==> src/verilog/pcfp_pkg.sv <==
// Constants for the pack current fault protector: offsets, fields, resets, scaling.
// Assumes one 40 MHz clock and a host that writes settings over AXI4-Lite.
// What this block does
// - Rail below lower limit: all gates off, regulator and bias outputs disabled.
// - Rail above start threshold after start-up: enter normal operating mode.
// - Charge gate defaults on if zero-volt select tied to pack, else off.
// - Overload threshold 50..205 mV, 5 mV steps, reset 50 mV, 10 mV hysteresis.
// - Short thresholds 100..475 mV, 25 mV steps, reset 100 mV, 50 mV hysteresis.
// - Overload delay 1..31 ms in 2 ms steps, reset 1 ms.
// - Short delay 0..915 us in 61 us steps, reset zero.
// - Overload detection acts on discharge current only.
// - Short detection both directions, each with its own threshold and delay.
// - Condition must persist the full blanking delay before gates go off.
// - A confirmed overload or short fault switches the gate drives off.
// - Status bits 0..2: short charge, short discharge, overload.
// - A fault sets its status bit and asserts the active-low alert.
// - Fault stays latched until host writes control bit 0 high then low.
// - Fault still present after clear is detected again and protection re-entered.
// - Host tick input times both delays.
// - Alert is open-drain, active low, signalling status register changes.
// - Sleep input high or floating puts the device in sleep mode.
// - Host gate bits act only when protection permits; faults override them.
// - Sleep holds gates off, disables detection, keeps register settings.
`default_nettype none

package pcfp_pkg;

   // Register byte offsets
   localparam logic [7:0] OFF_STATUS = 8'h00;
   localparam logic [7:0] OFF_CTL = 8'h04;
   localparam logic [7:0] OFF_OL_TH = 8'h08;
   localparam logic [7:0] OFF_OL_DLY = 8'h0C;
   localparam logic [7:0] OFF_SHORT_CHG = 8'h10;
   localparam logic [7:0] OFF_SHORT_DSG = 8'h14;

   // Control register bits
   localparam int CTL_CLR = 0;
   localparam int CTL_DSG = 1;
   localparam int CTL_CHG = 2;
   localparam int CTL_PRE = 3;
   localparam int CTL_TBIAS = 4;

   // Status register bits
   localparam int ST_SHORT_CHG = 0;
   localparam int ST_SHORT_DSG = 1;
   localparam int ST_OVERLOAD = 2;
   localparam int ST_SLEEP_CHG = 3;
   localparam int ST_SLEEP = 4;
   localparam int ST_NORMAL = 5;
   localparam int ST_GATE = 6;

   // Reset values
   localparam logic [4:0] CTL_RST = 5'h00;
   localparam logic [4:0] OL_TH_RST = 5'h00;
   localparam logic [3:0] OL_DLY_RST = 4'h0;
   localparam logic [7:0] SHORT_RST = 8'h00;
   localparam logic [7:0] PIN_RST = 8'h20;

   // Threshold scaling in mV
   localparam int OL_BASE_MV = 50;
   localparam int OL_STEP_MV = 5;
   localparam int OL_HYST_MV = 10;
   localparam int SHORT_BASE_MV = 100;
   localparam int SHORT_STEP_MV = 25;
   localparam int SHORT_HYST_MV = 50;

   // Delay scaling
   localparam int OL_DLY_BASE_MS = 1;
   localparam int OL_DLY_STEP_MS = 2;
   localparam int SHORT_DLY_BASE_STEPS = 0;
   localparam int SHORT_DLY_STEP_US = 61;

   // Pin vector positions
   localparam int PIN_SHORT_CHG = 0;
   localparam int PIN_SHORT_DSG = 1;
   localparam int PIN_OVERLOAD = 2;
   localparam int PIN_TICK = 3;
   localparam int PIN_ZV_SEL = 4;
   localparam int PIN_SLEEP = 5;
   localparam int PIN_RAIL_LOW = 6;
   localparam int PIN_RAIL_START = 7;
   localparam int NPIN = 8;

   localparam logic [1:0] RESP_OKAY = 2'h0;
   localparam logic [1:0] RESP_SLVERR = 2'h2;

   typedef enum logic {PWR_OFF, PWR_NORMAL} pcfp_pwr_t;

endpackage

`default_nettype wire

==> src/verilog/pcfp_top.sv <==
// Pack current fault protector: AXI4-Lite slave, supply and sleep gating,
// fault blanking and latch, gate drives, alert.
// All comparator, monitor, sleep, select and tick inputs are asynchronous.
//
// Implementation choices: the AXI4-Lite register port and the placing of the registers.
`default_nettype none

module pcfp_top
   import pcfp_pkg::*;
#(
   parameter int ADDR_W = 8,
   parameter int OL_TICKS_PER_MS = 16,
   parameter int SHORT_TICKS_PER_STEP = 1
) (
   input wire logic aclk, // 40 MHz clock
   input wire logic aresetn, // Synchronous reset, active low
   input wire logic [ADDR_W-1:0] awaddr, // Write address
   input wire logic awvalid, // Write address valid
   output logic awready, // Write address ready
   input wire logic [31:0] wdata, // Write data
   input wire logic [3:0] wstrb, // Write byte strobes
   input wire logic wvalid, // Write data valid
   output logic wready, // Write data ready
   output logic [1:0] bresp, // Write response
   output logic bvalid, // Write response valid
   input wire logic bready, // Write response ready
   input wire logic [ADDR_W-1:0] araddr, // Read address
   input wire logic arvalid, // Read address valid
   output logic arready, // Read address ready
   output logic [31:0] rdata, // Read data
   output logic [1:0] rresp, // Read response
   output logic rvalid, // Read data valid
   input wire logic rready, // Read data ready
   input wire logic overload_cmp, // Discharge overload comparator
   input wire logic short_charge_cmp, // Charge-direction short comparator
   input wire logic short_discharge_cmp, // Discharge-direction short comparator
   input wire logic watchdog_tick_input, // Host tick, delay time base
   input wire logic zero_volt_charge_select, // High when tied to pack
   input wire logic sleep_pin, // Sleep request, high or floating
   input wire logic rail_below_low, // Supply monitor: rail under low limit
   input wire logic rail_above_start, // Supply monitor: rail over start level
   output logic charge_fet_gate, // Charge gate drive
   output logic discharge_fet_gate, // Discharge gate drive
   output logic precharge_fet_gate, // Precharge gate drive
   output logic alert_n_output, // Open-drain alert level, always low
   output logic alert_n_output_oe, // Alert pulls low while high
   output logic regulator_enable, // Regulator output enable
   output logic thermistor_bias, // Thermistor bias enable
   output logic [8:0] overload_threshold_mv, // Overload reference to comparator
   output logic [8:0] short_charge_threshold_mv, // Charge short reference
   output logic [8:0] short_discharge_threshold_mv // Discharge short reference
);

   function automatic logic [3:0] reg_decode(input logic [ADDR_W-1:0] a);
      logic [7:0] b;
      b = 8'(a);
      case (b)
         OFF_STATUS: reg_decode = 4'h8;
         OFF_CTL: reg_decode = 4'h9;
         OFF_OL_TH: reg_decode = 4'hA;
         OFF_OL_DLY: reg_decode = 4'hB;
         OFF_SHORT_CHG: reg_decode = 4'hC;
         OFF_SHORT_DSG: reg_decode = 4'hD;
         default: reg_decode = 4'h0;
      endcase
   endfunction

   function automatic logic [8:0] thr_mv(input int base, input int step, input int hyst,
                                         input logic [4:0] code, input logic hys_on);
      int v;
      v = base + step * int'(code) - (hys_on ? hyst : 0);
      return v[8:0];
   endfunction

   function automatic logic [15:0] dly_ticks(input int base, input int step,
                                             input int scale, input logic [3:0] code);
      int v;
      v = (base + step * int'(code)) * scale;
      return v[15:0];
   endfunction

   // Pin synchronisers
   logic [NPIN-1:0] pin_raw;
   logic [NPIN-1:0] sync1_q;
   logic [NPIN-1:0] sync2_q;

   assign pin_raw[PIN_SHORT_CHG] = short_charge_cmp;
   assign pin_raw[PIN_SHORT_DSG] = short_discharge_cmp;
   assign pin_raw[PIN_OVERLOAD] = overload_cmp;
   assign pin_raw[PIN_TICK] = watchdog_tick_input;
   assign pin_raw[PIN_ZV_SEL] = zero_volt_charge_select;
   assign pin_raw[PIN_SLEEP] = sleep_pin;
   assign pin_raw[PIN_RAIL_LOW] = rail_below_low;
   assign pin_raw[PIN_RAIL_START] = rail_above_start;

   always_ff @(posedge aclk) begin
      if (!aresetn) begin
         sync1_q <= PIN_RST;
         sync2_q <= PIN_RST;
      end else begin
         sync1_q <= pin_raw;
         sync2_q <= sync1_q;
      end
   end

   // Configuration and state registers
   logic [4:0] ctl_q;
   logic [4:0] ol_th_q;
   logic [3:0] ol_dly_q;
   logic [7:0] short_chg_q;
   logic [7:0] short_dsg_q;
   logic clr_prev_q;
   logic tick_prev_q;
   logic sleep_prev_q;
   logic [3:0] stat_q;
   logic [3:0] stat_d;
   pcfp_pwr_t pwr_q;
   pcfp_pwr_t pwr_d;
   logic [2:0] gate_q;
   logic [2:0] gate_d;
   logic alert_q;
   logic reg_en_q;
   logic tbias_q;
   logic [8:0] thr_q [3];
   logic [8:0] thr_d [3];

   // Bus registers
   logic aw_full_q;
   logic w_full_q;
   logic [ADDR_W-1:0] awaddr_q;
   logic [7:0] wdata_q;
   logic wstrb0_q;
   logic bvalid_q;
   logic [1:0] bresp_q;
   logic rvalid_q;
   logic [31:0] rdata_q;
   logic [1:0] rresp_q;

   wire sleeping = sync2_q[PIN_SLEEP];
   wire normal = (pwr_q == PWR_NORMAL);
   wire active = normal & ~sleeping;
   wire tick = sync2_q[PIN_TICK] & ~tick_prev_q;
   wire sleep_edge = sleeping ^ sleep_prev_q;
   wire clr = clr_prev_q & ~ctl_q[CTL_CLR];

   // Power state
   always_comb begin
      pwr_d = pwr_q;
      case (pwr_q)
         PWR_OFF: if (sync2_q[PIN_RAIL_START] && !sync2_q[PIN_RAIL_LOW]) pwr_d = PWR_NORMAL;
         PWR_NORMAL: if (sync2_q[PIN_RAIL_LOW]) pwr_d = PWR_OFF;
         default: pwr_d = PWR_OFF;
      endcase
   end

   // Blanking detectors: index follows status bit order
   logic [2:0] cmp;
   logic [2:0] cond;
   logic [2:0] trip;
   logic [15:0] limit [3];
   logic [15:0] cnt_q [3];

   // Overload uses the discharge comparator only
   assign cmp = {sync2_q[PIN_OVERLOAD], sync2_q[PIN_SHORT_DSG], sync2_q[PIN_SHORT_CHG]};
   assign limit[ST_OVERLOAD] =
      dly_ticks(OL_DLY_BASE_MS, OL_DLY_STEP_MS, OL_TICKS_PER_MS, ol_dly_q);
   assign limit[ST_SHORT_CHG] =
      dly_ticks(SHORT_DLY_BASE_STEPS, 1, SHORT_TICKS_PER_STEP, short_chg_q[7:4]);
   assign limit[ST_SHORT_DSG] =
      dly_ticks(SHORT_DLY_BASE_STEPS, 1, SHORT_TICKS_PER_STEP, short_dsg_q[7:4]);

   genvar gi;
   generate
      for (gi = 0; gi < 3; gi++) begin : g_det
         assign cond[gi] = cmp[gi] & active;
         assign trip[gi] = cond[gi] & (cnt_q[gi] >= limit[gi]);
         always_ff @(posedge aclk) begin
            if (!aresetn) begin
               cnt_q[gi] <= 16'h0000;
            end else if (!cond[gi]) begin
               cnt_q[gi] <= 16'h0000;
            end else if (tick && !trip[gi]) begin
               cnt_q[gi] <= cnt_q[gi] + 16'h0001;
            end
         end
      end
   endgenerate

   // Overload and short references, lowered by hysteresis while high
   assign thr_d[ST_OVERLOAD] =
      thr_mv(OL_BASE_MV, OL_STEP_MV, OL_HYST_MV, ol_th_q, cmp[ST_OVERLOAD]);
   assign thr_d[ST_SHORT_CHG] = thr_mv(SHORT_BASE_MV, SHORT_STEP_MV, SHORT_HYST_MV,
                                       {1'b0, short_chg_q[3:0]}, cmp[ST_SHORT_CHG]);
   assign thr_d[ST_SHORT_DSG] = thr_mv(SHORT_BASE_MV, SHORT_STEP_MV, SHORT_HYST_MV,
                                       {1'b0, short_dsg_q[3:0]}, cmp[ST_SHORT_DSG]);

   // Latch faults; a standing trip wins over the clear
   assign stat_d = (stat_q & ~{4{clr}}) | {sleep_edge, trip};

   // Host requests pass only with no fault; off when inactive
   assign gate_d = {ctl_q[CTL_PRE], ctl_q[CTL_CHG], ctl_q[CTL_DSG]} &
                   {3{active & ~(|stat_q[2:0]) & ~(|trip)}};

   always_ff @(posedge aclk) begin
      if (!aresetn) begin
         pwr_q <= PWR_OFF;
         stat_q <= 4'h0;
         gate_q <= 3'h0;
         alert_q <= 1'b0;
         reg_en_q <= 1'b0;
         tbias_q <= 1'b0;
         clr_prev_q <= 1'b0;
         tick_prev_q <= 1'b0;
         sleep_prev_q <= 1'b1;
         for (int i = 0; i < 3; i++) begin
            thr_q[i] <= 9'h000;
         end
      end else begin
         pwr_q <= pwr_d;
         stat_q <= stat_d;
         gate_q <= gate_d;
         alert_q <= |stat_d;
         reg_en_q <= (pwr_d == PWR_NORMAL);
         tbias_q <= (pwr_d == PWR_NORMAL) & ctl_q[CTL_TBIAS];
         clr_prev_q <= ctl_q[CTL_CLR];
         tick_prev_q <= sync2_q[PIN_TICK];
         sleep_prev_q <= sleeping;
         thr_q <= thr_d;
      end
   end

   // Write channel
   wire do_wr = aw_full_q & w_full_q & ~bvalid_q;
   wire [3:0] wr_dec = reg_decode(awaddr_q);
   wire wr_hit = do_wr & wr_dec[3] & wstrb0_q;

   assign awready = ~aw_full_q;
   assign wready = ~w_full_q;

   always_ff @(posedge aclk) begin
      if (!aresetn) begin
         aw_full_q <= 1'b0;
         awaddr_q <= '0;
      end else if (awvalid && !aw_full_q) begin
         aw_full_q <= 1'b1;
         awaddr_q <= awaddr;
      end else if (do_wr) begin
         aw_full_q <= 1'b0;
      end
   end

   always_ff @(posedge aclk) begin
      if (!aresetn) begin
         w_full_q <= 1'b0;
         wdata_q <= 8'h00;
         wstrb0_q <= 1'b0;
      end else if (wvalid && !w_full_q) begin
         w_full_q <= 1'b1;
         wdata_q <= wdata[7:0];
         wstrb0_q <= wstrb[0];
      end else if (do_wr) begin
         w_full_q <= 1'b0;
      end
   end

   always_ff @(posedge aclk) begin
      if (!aresetn) begin
         bvalid_q <= 1'b0;
         bresp_q <= RESP_OKAY;
      end else if (do_wr) begin
         bvalid_q <= 1'b1;
         bresp_q <= wr_dec[3] ? RESP_OKAY : RESP_SLVERR;
      end else if (bready) begin
         bvalid_q <= 1'b0;
      end
   end

   assign bvalid = bvalid_q;
   assign bresp = bresp_q;

   // Settings survive sleep and power-off, except the charge bit reloaded on entering normal mode; only reset restores them
   always_ff @(posedge aclk) begin
      if (!aresetn) begin
         ctl_q <= CTL_RST;
         ol_th_q <= OL_TH_RST;
         ol_dly_q <= OL_DLY_RST;
         short_chg_q <= SHORT_RST;
         short_dsg_q <= SHORT_RST;
      end else begin
         if (wr_hit && wr_dec[2:0] == 3'h1) begin
            ctl_q <= wdata_q[4:0];
         end
         // Charge default from zero-volt select on entering normal mode
         if (pwr_q == PWR_OFF && pwr_d == PWR_NORMAL) begin
            ctl_q[CTL_CHG] <= sync2_q[PIN_ZV_SEL];
         end
         if (wr_hit && wr_dec[2:0] == 3'h2) begin
            ol_th_q <= wdata_q[4:0];
         end
         if (wr_hit && wr_dec[2:0] == 3'h3) begin
            ol_dly_q <= wdata_q[3:0];
         end
         if (wr_hit && wr_dec[2:0] == 3'h4) begin
            short_chg_q <= wdata_q;
         end
         if (wr_hit && wr_dec[2:0] == 3'h5) begin
            short_dsg_q <= wdata_q;
         end
      end
   end

   // Read channel
   wire [3:0] rd_dec = reg_decode(araddr);
   logic [31:0] rd_word;

   always_comb begin
      rd_word = 32'h0000_0000;
      case (rd_dec[2:0])
         3'h0: rd_word = {23'h00_0000, gate_q, normal, sleeping, stat_q};
         3'h1: rd_word = {27'h000_0000, ctl_q};
         3'h2: rd_word = {27'h000_0000, ol_th_q};
         3'h3: rd_word = {28'h000_0000, ol_dly_q};
         3'h4: rd_word = {24'h00_0000, short_chg_q};
         3'h5: rd_word = {24'h00_0000, short_dsg_q};
         default: rd_word = 32'h0000_0000;
      endcase
      if (!rd_dec[3]) begin
         rd_word = 32'h0000_0000;
      end
   end

   assign arready = ~rvalid_q;

   always_ff @(posedge aclk) begin
      if (!aresetn) begin
         rvalid_q <= 1'b0;
         rdata_q <= 32'h0000_0000;
         rresp_q <= RESP_OKAY;
      end else if (arvalid && !rvalid_q) begin
         rvalid_q <= 1'b1;
         rdata_q <= rd_word;
         rresp_q <= rd_dec[3] ? RESP_OKAY : RESP_SLVERR;
      end else if (rready) begin
         rvalid_q <= 1'b0;
      end
   end

   assign rvalid = rvalid_q;
   assign rdata = rdata_q;
   assign rresp = rresp_q;

   // Pin outputs
   assign discharge_fet_gate = gate_q[0];
   assign charge_fet_gate = gate_q[1];
   assign precharge_fet_gate = gate_q[2];
   assign alert_n_output = 1'b0;
   assign alert_n_output_oe = alert_q;
   assign regulator_enable = reg_en_q;
   assign thermistor_bias = tbias_q;
   assign short_charge_threshold_mv = thr_q[ST_SHORT_CHG];
   assign short_discharge_threshold_mv = thr_q[ST_SHORT_DSG];
   assign overload_threshold_mv = thr_q[ST_OVERLOAD];

endmodule // pcfp_top

`default_nettype wire

==> config.mk <==
export PLATFORM = sky130hd
export DESIGN_NAME = pcfp_top
export DESIGN_NICKNAME = d
export VERILOG_FILES = /design/src/verilog/pcfp_pkg.sv /design/src/verilog/pcfp_top.sv
export SDC_FILE = /design/constraint.sdc
export NUM_CORES = 1
export LEC_CHECK = 0
export ABC_AREA = 0
export BUFFER_PORTS_ARGS = -buffer_cell sky130_fd_sc_hd__buf_2
export CAP_MARGIN = 20
export CORE_MARGIN = 1
export CORE_UTILIZATION = 60
export CTS_CLUSTER_SIZE = 30
export DETAILED_ROUTE_END_ITERATION = 16
export PLACE_DENSITY = 0.85
export SLEW_MARGIN = 20
export SYNTH_ARGS = -nofsm -noshare
export SYNTH_HDL_FRONTEND = slang
export SYNTH_SLANG_ARGS = --single-unit
==> constraint.sdc <==
create_clock -name aclk -period 4.8 [get_ports aclk]
set_input_delay 0.96 -clock aclk [delete_from_list [all_inputs] [get_ports aclk]]
set_output_delay 0.96 -clock aclk [all_outputs]
set_load 0.02 [all_outputs]
==> metrics.csv <==
stage,metric,value,unit
synthesis,Yosys top cell area share,30.6,%
clocking,CTS max path bufs,2,
run,maxcap violations,0,
timing,period utilization,63.3,%
global_route,first-pass GRT wire length,23700,um
placement,dpl hpwl,10500,um
power_and_ir_drop,leakage,4.01,nW
clocking,CTS tree,yes,
timing,max-slew violations,0,
power_and_ir_drop,Pwr Density,352,nW/um^2
clocking,postcts setup bufs,0,
min_path,Hold Crit Start,sync1_q[5]$_SDFF_PN1_,
cells_and_area,Layout area overhead,16.1,%
cells_and_area,share of cells above drive strength 1,14.6,%
synthesis,Post-synth EDFFs,48,
timing,final hold violation count,0,
clocking,hold_buf cts,0,
min_path,worst hold path cell count,1,
synthesis,Post-Synthesis Cell Area,7720,sq um
clocking,CTS buffer count,17,
global_route,met3 usage,5.54,%
power_and_ir_drop,Peak VDD IR,0.000246,V
synthesis,register area share after synthesis,49.3,%
synthesis,Commonest cells post-synth,"dfxtp_1, nand2_1, inv_1, ha_1, edfxtp_1",
drt,Starting DRT DRC Count,249,
global_route,GR peak layer,met2,
drt,first-pass iteration count of the detailed router,5,
timing,min cycle time layout,3040,ps
cells_and_area,Final nets,988,
critical_path,worst r2r src,sync2_q[2]$_SDFF_PN0_,
floorplanning,row cnt,41,
floorplanning,Die Area,13300,sq um
synthesis,Synth warnings,0,
clocking,H-tree levels,4,
floorplanning,CORE AREA,12600,sq um
critical_path,crit path DAT,3350,ps
cells_and_area,# diodes,0,
clocking,worst-skew pair later-pin latency,430,ps
timing,Highest Clock Rate,329,MHz
timing,Slew Limit Headroom,38.8,%
timing,total negative slack,0,ps
critical_path,crit-path max cell delay,440,ps
global_route,Global Route Usage Sum,23.6,%
critical_path,cell mode on critical path,ha_1,
drt,DRC viols,0,
clocking,Post-CTS Resized,0,
cells_and_area,Fill cells,910,
critical_path,Critical Path Sink Type,register,
synthesis,"Async S/R FF share, synth",0,%
drt,routed vias,5398,
global_route,met1 GRT Util,29.7,%
global_route,total grt overflow,0,
drt,Post-Route WL,14600,um
clocking,"Reg clk slew, reported paths",60,ps
synthesis,Synth cell types,56,
synthesis,synthesis-stage register bit count,166,
cells_and_area,Final Non-Filler Cells,1042,
global_route,pin count of the biggest net entering global routing,66,
floorplanning,DIE WIDTH,115,um
global_route,M2 GR Usage,38.4,%
timing,Final setup viols,0,
synthesis,Avg Synthesized Cell Area,10.4,sq um
critical_path,slowest CP cell,dfxtp_1,
critical_path,Reg2Reg Depth,10,
cells_and_area,design area,8960,sq um
timing,Clock Skew,5.97,ps
drt,"antenna viol nets, final",0,
floorplanning,die height,115,um
critical_path,crit path from,sync2_q[2]$_SDFF_PN0_,
critical_path,crit start category,register,
critical_path,worst-path maximum fanout,5,
synthesis,largest cells by area after synthesis,"dfxtp_1, edfxtp_1, ha_1",
synthesis,Gate Count Post-Synth,743,
synthesis,cell with the most instances after synthesis,dfxtp_1,
floorplanning,I/O Pins,142,
global_route,initial antenna violation count,1,
placement,IO buf count,88,
global_route,vias in the first global route,4954,
critical_path,worst-path cell chain,inv_1 -> ha_1 -> fa_1 -> ha_1 -> ha_1 -> a21o_1 -> a21o_1 -> a21oi_1 -> mux2i_1 -> a311o_1,
clocking,root buffer cell,clkbuf_16,
clocking,Sink Count,166,
placement,placed cell areas,8310,sq um
drt,vias per inst,5.18,
critical_path,endpoint required time on the critical path,5110,ps
synthesis,Yosys top cell by area,dfxtp_1,
timing,RSZ-0062 raised after global routing,false,
floorplanning,starting density of the core,61.4,%
run_status,status,"finished, final reports clean",
critical_path,WS Path Type,register to register,
placement,Placer Congestion,0.824,
synthesis,Synth Flop Type,dfxtp_1,
min_path,hold crit path type,register to register,
timing,Worst-Margin Slew,911,ps
placement,DP Cell Count,1010,
drt,Avg WL per Cell,14.0,um
-- where the power goes --
group | switching (mW) | leakage [nW] | internal [mW] | total [mW]
Combinational | 0.107 | 2.19 | 0.0636 | 0.170
Sequential | 0.0240 | 1.51 | 1.48 | 1.50
Clock | 0.516 | 0.316 | 0.964 | 1.48
-- state kept, by name (all words and copies together), names as in the netlist, 3 cells and up --
signal and cells:
sync2_q 8, rdata 9, gate_q 3, awaddr_q 8, short_discharge_threshold_mv 9, short_charge_threshold_mv 9
overload_threshold_mv 9, ctl_q 5, stat_q 4, short_dsg_q 8, short_chg_q 8, sync1_q 8
ol_th_q 5, wdata_q 8, cnt_q 48, ol_dly_q 4
-- through the flow --
step / worst slack [ps] / util (%) / hold WS (ps) / power [mW]
4_1_cts: 1750 / 71.3 / 419 / 3.17
5_1_grt: 1630 / 71.3 / 441 / 3.26
6_report: 1760 / 71.3 / 422 / 3.15
3_5_place_dp: 1720 / 66.2 / 397 / 1.70
2_1_floorplan: 2000 / - / 386 / 1.66
3_3_place_gp: 1770 / 66.2 / 393 / 1.70
-- cell type report --
cell class                 count  area, sq um  area share (%)
clock buffer                  23          479            5.35
clock inverter                 9          171            1.91
multi-input combinational    524         3620            40.4
timing repair buffer          90          455            5.08
tap                          172          215            2.40
sequential                   166         3800            42.4
inverter                      58          218            2.43
-- worst paths after layout --
| path | slack, ps | endpoint |
|---|---|---|
| setup reg to reg | 1760 | overload_threshold_mv[7]$_SDFF_PN0_ |
| hold reg to reg | 420 | sync2_q[5]$_SDFF_PN1_ |
| hold / removal | 420 | sync2_q[5]$_SDFF_PN1_ |
| setup / recovery | 1760 | overload_threshold_mv[7]$_SDFF_PN0_ |
-- layout by cell type, fill, tap and decap left out, types with 30 or more instances in the layout --
cell type / instances
nor2b_1: 41
conb_1: 54
nor2_1: 30
nand2_1: 61
buf_2: 88
o21ai_0: 32
nand3_1: 32
and2_1: 41
edfxtp_1: 48
ha_1: 52
dfxtp_1: 118
inv_1: 58
-- layer usage --
layer / part of all wire [%] / vias up
li1: - / 2702
met4: 2.6 / 2
met3: 6.3 / 31
met1: 44 / 2471
met2: 47 / 192
met5: 0.089 / -
-- kinds of logic after synthesis --
kind of cell	share of synthesized area, %
xor gates and xnor gates	2.72
and+or+nand+nor	17.5
DFF	49.3
AOI/OAI and AO/OA	8.68
muxes	3.79
buffers and inverters	6.42
other	0.0486
adders and majority gates	11.5
-- critical path: cells and delay by family, from the launching register on --
kind,cells,cell delay (ps)
flip-flops,1,440
adder cells (fa/ha/maj),4,1420
AO/OA/AOI/OAI,4,850
buffers and inverters,1,120
multiplexers,1,100
Note: power is estimated with default switching activity, not from simulation.
